`config.mk`:
```
export PLATFORM = sky130hd
export DESIGN_NAME = mpas_sequencer
export DESIGN_NICKNAME = d
export VERILOG_FILES = /design/src/include/mpas_pkg.sv /design/src/core/mpas_sequencer.sv /design/src/core/mpas_incr.sv
export VERILOG_INCLUDE_DIRS = /design/src /design/src/include
export SDC_FILE = /design/constraint.sdc
export NUM_CORES = 1
export LEC_CHECK = 0
export CAP_MARGIN = 20
export CORE_MARGIN = 1
export CORE_UTILIZATION = 30
export CTS_CLUSTER_SIZE = 24
export DETAILED_ROUTE_END_ITERATION = 8
export DONT_BUFFER_PORTS = 1
export PLACE_DENSITY = 0.53
export SLEW_MARGIN = 30
export SYNTH_ARGS = -nofsm -noshare
export SYNTH_HDL_FRONTEND = slang
export SYNTH_HIERARCHICAL = 1
export SYNTH_SLANG_ARGS = --single-unit
```
`constraint.sdc`:
```
create_clock -name clk_in -period 2.8 [get_ports clk_in]
set_input_delay 0.14 -clock clk_in [delete_from_list [all_inputs] [get_ports clk_in]]
set_output_delay 0.14 -clock clk_in [all_outputs]
set_load 0.01 [all_outputs]
```
`src/include/mpas_defs.svh`:
```
// Purpose: constants of the microprogram address sequencer slice
// Assumes: one 4-bit slice, APB observation port with 32-bit data
// Notes: none
`ifndef MPAS_DEFS_SVH
`define MPAS_DEFS_SVH

// ==========================================================
// widths
`define MPAS_ADDR_W 4
`define MPAS_DEPTH 4
`define MPAS_IDX_W 2

// ==========================================================
// register offsets
`define MPAS_OFS_STATE 12'h000
`define MPAS_OFS_STACK 12'h004
`define MPAS_OFS_PRESET 12'h008

// ==========================================================
// field positions
`define MPAS_F_CNT_LO 0
`define MPAS_F_HOLD_LO 4
`define MPAS_F_IDX_LO 8
`define MPAS_F_COUT 10

// ==========================================================
// reset values
`define MPAS_RST_ADDR 4'h0
`define MPAS_RST_IDX 2'h0
`define MPAS_RST_WORD 32'h0000_0000

`endif

```
`src/include/mpas_pkg.sv`:
```
// Purpose: types of the microprogram address sequencer slice
// Assumes: mpas_defs.svh holds the numbers
// Notes: none
`include "mpas_defs.svh"
package mpas_pkg;
   typedef logic [`MPAS_ADDR_W-1:0] mpas_addr_t;
   typedef logic [`MPAS_IDX_W-1:0] mpas_idx_t;
   typedef enum logic [1:0] {
      MPAS_SRC_COUNTER,
      MPAS_SRC_HOLD,
      MPAS_SRC_STACK,
      MPAS_SRC_DIRECT
   } mpas_src_t;
   typedef enum logic [1:0] {
      MPAS_STK_HOLD,
      MPAS_STK_PUSH,
      MPAS_STK_POP
   } mpas_stk_t;
endpackage : mpas_pkg

```
`src/core/mpas_sequencer.sv`:
```
// Purpose: 4-bit cascadable microprogram next-address slice
// Assumes: inputs synchronous to clk_in; APB port only observes and presets
// Notes: address outputs and carry out are combinational by design
`timescale 1ns/1ps
module mpas_sequencer
(
   input wire logic clk_in,
   input wire logic nrst_in,
   input wire logic source_select_low_in,
   input wire logic source_select_high_in,
   input wire logic stack_enable_n_in,
   input wire logic push_not_pop_in,
   input wire logic hold_register_load_n_in,
   input wire mpas_pkg::mpas_addr_t hold_data_in,
   input wire mpas_pkg::mpas_addr_t direct_address_inputs_in,
   input wire mpas_pkg::mpas_addr_t force_one_in,
   input wire logic force_zero_n_in,
   input wire logic output_enable_n_in,
   input wire logic incrementer_carry_in_in,
   output logic incrementer_carry_out_out,
   output mpas_pkg::mpas_addr_t y_out,
   output logic y_oe_out,
   input wire logic psel,
   input wire logic penable,
   input wire logic pwrite,
   input wire logic [11:0] paddr,
   input wire logic [31:0] pwdata,
   output logic [31:0] prdata,
   output logic pready,
   output logic pslverr
);
   import mpas_pkg::*;

   // ==========================================================
   // state
   mpas_addr_t counter_q;
   mpas_addr_t counter_d;
   mpas_addr_t hold_q;
   mpas_addr_t hold_d;
   mpas_idx_t index_q;
   mpas_idx_t index_d;
   mpas_addr_t stack_q [`MPAS_DEPTH];
   logic pready_q;
   logic pslverr_q;
   logic [31:0] prdata_q;
   logic [31:0] preset_q;

   // ==========================================================
   // helpers
   function automatic mpas_idx_t mpas_step(input mpas_idx_t idx, input logic up);
      mpas_step = up ? mpas_idx_t'(idx + 2'h1) : mpas_idx_t'(idx - 2'h1);
   endfunction : mpas_step

   function automatic logic mpas_hit(input logic [11:0] addr, input logic [11:0] ofs);
      mpas_hit = (addr == ofs);
   endfunction : mpas_hit

   // ==========================================================
   // source and stack decode
   mpas_src_t src;
   mpas_stk_t stk_op;
   mpas_addr_t stack_top;
   mpas_addr_t src_word;
   mpas_addr_t y_word;
   mpas_addr_t inc_word;
   mpas_idx_t push_idx;

   assign src = mpas_src_t'({source_select_high_in, source_select_low_in});
   assign stk_op = stack_enable_n_in ? MPAS_STK_HOLD
                 : (push_not_pop_in ? MPAS_STK_PUSH : MPAS_STK_POP);
   assign stack_top = stack_q[index_q];
   assign push_idx = mpas_step(index_q, 1'b1);

   always_comb
   begin
      case (src)
         MPAS_SRC_COUNTER: src_word = counter_q;
         MPAS_SRC_HOLD: src_word = hold_q;
         MPAS_SRC_STACK: src_word = stack_top;
         MPAS_SRC_DIRECT: src_word = direct_address_inputs_in;
         default: src_word = counter_q;
      endcase
   end

   // force-zero beats force-one beats source
   assign y_word = force_zero_n_in ? (src_word | force_one_in) : `MPAS_RST_ADDR;
   assign y_out = y_word;
   assign y_oe_out = ~output_enable_n_in;

   mpas_incr u_incr
   (
      .word_in(y_word),
      .incrementer_carry_in_in(incrementer_carry_in_in),
      .sum_out(inc_word),
      .incrementer_carry_out_out(incrementer_carry_out_out)
   );

   // ==========================================================
   // APB decode
   logic apb_setup;
   logic apb_done;
   logic hit_state;
   logic hit_stack;
   logic hit_preset;
   logic hit_any;
   logic preset_wr;
   logic [31:0] rd_word;

   assign apb_setup = psel & ~penable & ~pready_q;
   assign apb_done = psel & penable & pready_q;
   assign hit_state = mpas_hit(paddr, `MPAS_OFS_STATE);
   assign hit_stack = mpas_hit(paddr, `MPAS_OFS_STACK);
   assign hit_preset = mpas_hit(paddr, `MPAS_OFS_PRESET);
   assign hit_any = hit_state | hit_stack | hit_preset;
   assign preset_wr = apb_done & pwrite & hit_preset & ~pslverr_q;
   assign rd_word = hit_state ? {21'h0, incrementer_carry_out_out, index_q, hold_q, counter_q}
                  : hit_stack ? {16'h0, stack_q[3], stack_q[2], stack_q[1], stack_q[0]}
                  : hit_preset ? preset_q
                  : `MPAS_RST_WORD;

   // ==========================================================
   // next state
   assign counter_d = preset_wr ? pwdata[`MPAS_F_CNT_LO +: `MPAS_ADDR_W]
                    : inc_word;
   assign hold_d = hold_register_load_n_in ? hold_q : hold_data_in;
   assign index_d = preset_wr ? pwdata[`MPAS_F_IDX_LO +: `MPAS_IDX_W]
                  : (stk_op == MPAS_STK_PUSH) ? push_idx
                  : (stk_op == MPAS_STK_POP) ? mpas_step(index_q, 1'b0)
                  : index_q;

   // ==========================================================
   // registers, edge only
   always_ff @(posedge clk_in)
   begin
      if (!nrst_in)
      begin
         counter_q <= `MPAS_RST_ADDR;
         hold_q <= `MPAS_RST_ADDR;
         index_q <= `MPAS_RST_IDX;
      end
      else
      begin
         counter_q <= counter_d;
         hold_q <= hold_d;
         index_q <= index_d;
      end
   end

   // push writes counter into new top
   always_ff @(posedge clk_in)
   begin
      for (int i = 0; i < `MPAS_DEPTH; i++)
      begin
         if (!nrst_in)
            stack_q[i] <= `MPAS_RST_ADDR;
         else if (stk_op == MPAS_STK_PUSH && push_idx == mpas_idx_t'(i))
            stack_q[i] <= counter_q;
      end
   end

   always_ff @(posedge clk_in)
   begin
      if (!nrst_in)
      begin
         pready_q <= 1'b0;
         pslverr_q <= 1'b0;
         prdata_q <= `MPAS_RST_WORD;
         preset_q <= `MPAS_RST_WORD;
      end
      else
      begin
         pready_q <= apb_setup;
         if (apb_setup)
         begin
            pslverr_q <= ~hit_any;
            prdata_q <= pwrite ? `MPAS_RST_WORD : rd_word;
         end
         if (preset_wr)
            preset_q <= pwdata;
      end
   end

   assign pready = pready_q;
   assign pslverr = pslverr_q;
   assign prdata = prdata_q;
endmodule : mpas_sequencer

```
`src/core/mpas_incr.sv`:
```
// Purpose: incrementer of one slice with carry chain
// Assumes: carry-in low passes the word unchanged
// Notes: combinational
`timescale 1ns/1ps
module mpas_incr
(
   input wire mpas_pkg::mpas_addr_t word_in,
   input wire logic incrementer_carry_in_in,
   output mpas_pkg::mpas_addr_t sum_out,
   output logic incrementer_carry_out_out
);
   import mpas_pkg::*;
   logic [`MPAS_ADDR_W:0] total;
   // ==========================================================
   // sum with carry
   assign total = {1'b0, word_in} + {{`MPAS_ADDR_W{1'b0}}, incrementer_carry_in_in};
   assign sum_out = total[`MPAS_ADDR_W-1:0];
   assign incrementer_carry_out_out = total[`MPAS_ADDR_W];
endmodule : mpas_incr

```
==> metrics.txt <==
core box area=approximately 0.013 mm2; critical path capture point type=primary output; post-route cell area=roughly 0.0050 mm2; area leader, netlist=dfxtp_1; fmax=approximately 0.38 GHz; Die Ht=roughly 120 um; WL/cell=roughly 18 um; Synth cell types=35; Congestion Overflow GR=0; ys flop type=dfxtp_1; Rel. slew slack=between 50% and 60%; clk_skew=0.006992 ns; aggregate global-route resource usage=between 10% and 20%; Post-CTS Setup Repair Bufs=0; worst hold margin=about 0.017 ns; DRT iter0 DRCs=between 100 and 150; period utilisation layout=slightly above 90%; Fin. Hold Viols=0; ANT cells=0; Finished Core Util=37.47%; Req. time, crit path=2.66 ns; die area=approximately 0.014 mm2; CTS Sinks=94; remaining antenna violation count after routing=0; minimum clock period=2.613 ns; Area Growth Syn to Fin=19.84%; Final Non-Filler Cells=slightly above 600; Lkg Pwr=between 1.5 and 2 nW; Avg Inst Size Synth=10.23 um2; sequential fraction of the synthesis area=about half; CTS Root Buffer Type=clkbuf_16; pin slew with the least headroom to its limit=between 0.6 and 0.7 ns; Post-Place Cells=approximately 570; Post-synth EDFFs=16; HPWL after DPL=~8000 um; Worst Path Arrival=2.47 ns; synth warn=6; Final GP Congestion=~0.8; total I/O pin count=between 100 and 150; TritonCTS Buffers=9; Via-to-Cell Ratio=5.002; Fin Setup TNS=0 ns; Post-Place Worst Slack=~0.17 ns; Crit-path slowest cell=mux4_2; status=completed; Syn Nets=a little under 500; CTS tree=built; Final Net Count=roughly 520; DP Area=~0.0044 mm2; critical path cell sequence=mux4_2 > nor2b_1 > o31a_1 > ha_1 > ha_1 > and3_2 > buf_4; largest net degree at the start of global routing=75; Tot Pwr=about 2.9 mW; Final Setup Violations=0; FF+latch count, synth=94; number of global-route vias before repair=roughly 3200; max incr delay on CP=0.52 ns; synthesized area=about 0.0042 mm2; Max Cap Viol=0; Yosys top cell area share=about 37%; fin worst setup slack=about 0.19 ns; crit path max fanout=4; Worst-path clk slew=around 0.070 ns; worst skew pair latency=0.34 ns; Syn Inst Count=411; Max Buffers Root-to-Sink=2; final WL=between 10000 and 15000 um; commonest cells after routing, fill and taps aside=nand2_1, dfxtp_1, mux2i_1, dlygate4sd3_1, a22o_1; RSZ-0062 raised after global routing=no; commonest non-fill, non-tap cell in the layout=nand2_1; IO Port Bufs=0; initial antenna violation count=0; ratio of total power to cell area=between 500 and 600 mW/mm2; Worst Setup Start Kind=register; hold crit path type=in2reg; ys async rst share=0%; number of filler cells placed in the layout=about 1400; CP most frequent cell=ha_1; initial cell density of the core=31.27%; row count=42; Initial DRT Pass Iterations=4; H-Tree Depth=3; share of post-route cells with drive strength above 1=8.520%; first-pass GRT wire length=between 15000 and 20000 um; DRC viols=0; Synth area leaders=dfxtp_1, mux2i_1, edfxtp_1; Worst VDD drop=0.2856 mV; die width=around 120 um; Multi-input gate area=slightly above 0.002 mm2; Setup Crit Path Kind=reg2out; Reg area=between 0.002 and 0.0025 mm2; Slew Limit Fails=0; DR vias=just over 3000
layout make-up:
type	count	share of cell area, %
sequential	94	40.53
multi-input combinational	288	40.18
tap	176	4.368
clock buffer	10	4.542
timing repair buffer	45	8.935
inverter	3	0.2234
clock inverter	6	1.216
power breakdown:
part / switching [mW] / total (mW) / internal, mW
Sequential: 0.0339 / 1.44 / 1.40
Clock: 0.523 / 1.21 / 0.691
Combinational: 0.104 / 0.216 / 0.113
cells by family after synthesis:
| group | Yosys count | synth area share [%] |
|---|---|---|
| AND/OR/NAND/NOR | 166 | 20.64 |
| flip-flops | 94 | 48.54 |
| buffers and inverters | 29 | 3.361 |
| XOR/XNOR | 4 | 0.8330 |
| AO/OA/AOI/OAI | 60 | 11.27 |
| multiplexers | 52 | 13.56 |
| adder cells (fa/ha/maj) | 6 | 1.785 |
repair_timing:
item / 4_1_cts / 5_1_grt
hold buffers: 38 / 0
gates resized for setup: 0 / 1
endpoints found under the hold margin: 44 / 0
endpoints found under the setup margin: 0 / 1
cells in the mapped netlist, types with 3 or more instances:
cell type  count
nor2b_1       23
o21ai_0        7
and2_1        17
a32o_1        11
mux2i_1       48
mux4_2         4
nand3_1        4
nor2_1         4
inv_1          3
ha_1           6
or2_0          9
nand2_1       79
buf_6          4
dfxtp_1       78
nand2b_1      16
o31a_1         4
a22o_1        26
a21oi_1       11
edfxtp_1      16
clkbuf_1      18
flip-flops by register name (all words and copies together), names as in the netlist, named ones only:
register   cells
index_q        2
preset_q      32
pslverr        1
stack_q       16
counter_q      4
prdata        32
hold_q         4
pready         1
final timing paths:
check,startpoint,slack [ns],cells past startpoint,end
worst max-delay path,register,0.19,7,incrementer_carry_out_out
worst min-delay path,pwdata[9],0.02,2,index_q[1]$_SDFFE_PN0P_
worst max register to register,register,0.25,8,prdata[10]$_SDFFE_PN0P_
worst min register to register,preset_q[3]$_SDFFE_PN0N_,0.46,2,preset_q[3]$_SDFFE_PN0N_
layer usage:
metal  GRT usage, %  vias to the layer above  part of all wire, %
met1          19.54                     1507                   43
met3          4.575                       15                  5.9
met2          28.05                       88                   49
li1               -                     1501                    -
met5              0                        -                    0
met4          5.556                        0                  1.7
worst max-delay path: cells and delay by family, from the launching register on:
kind            cells  cell delay, ns
fa+ha+maj           2            0.44
flops               1            0.40
mux                 1            0.52
compound gates      1            0.31
buf+inv             1            0.14
simple gates        2            0.33
(Power assumes the default switching activity.)
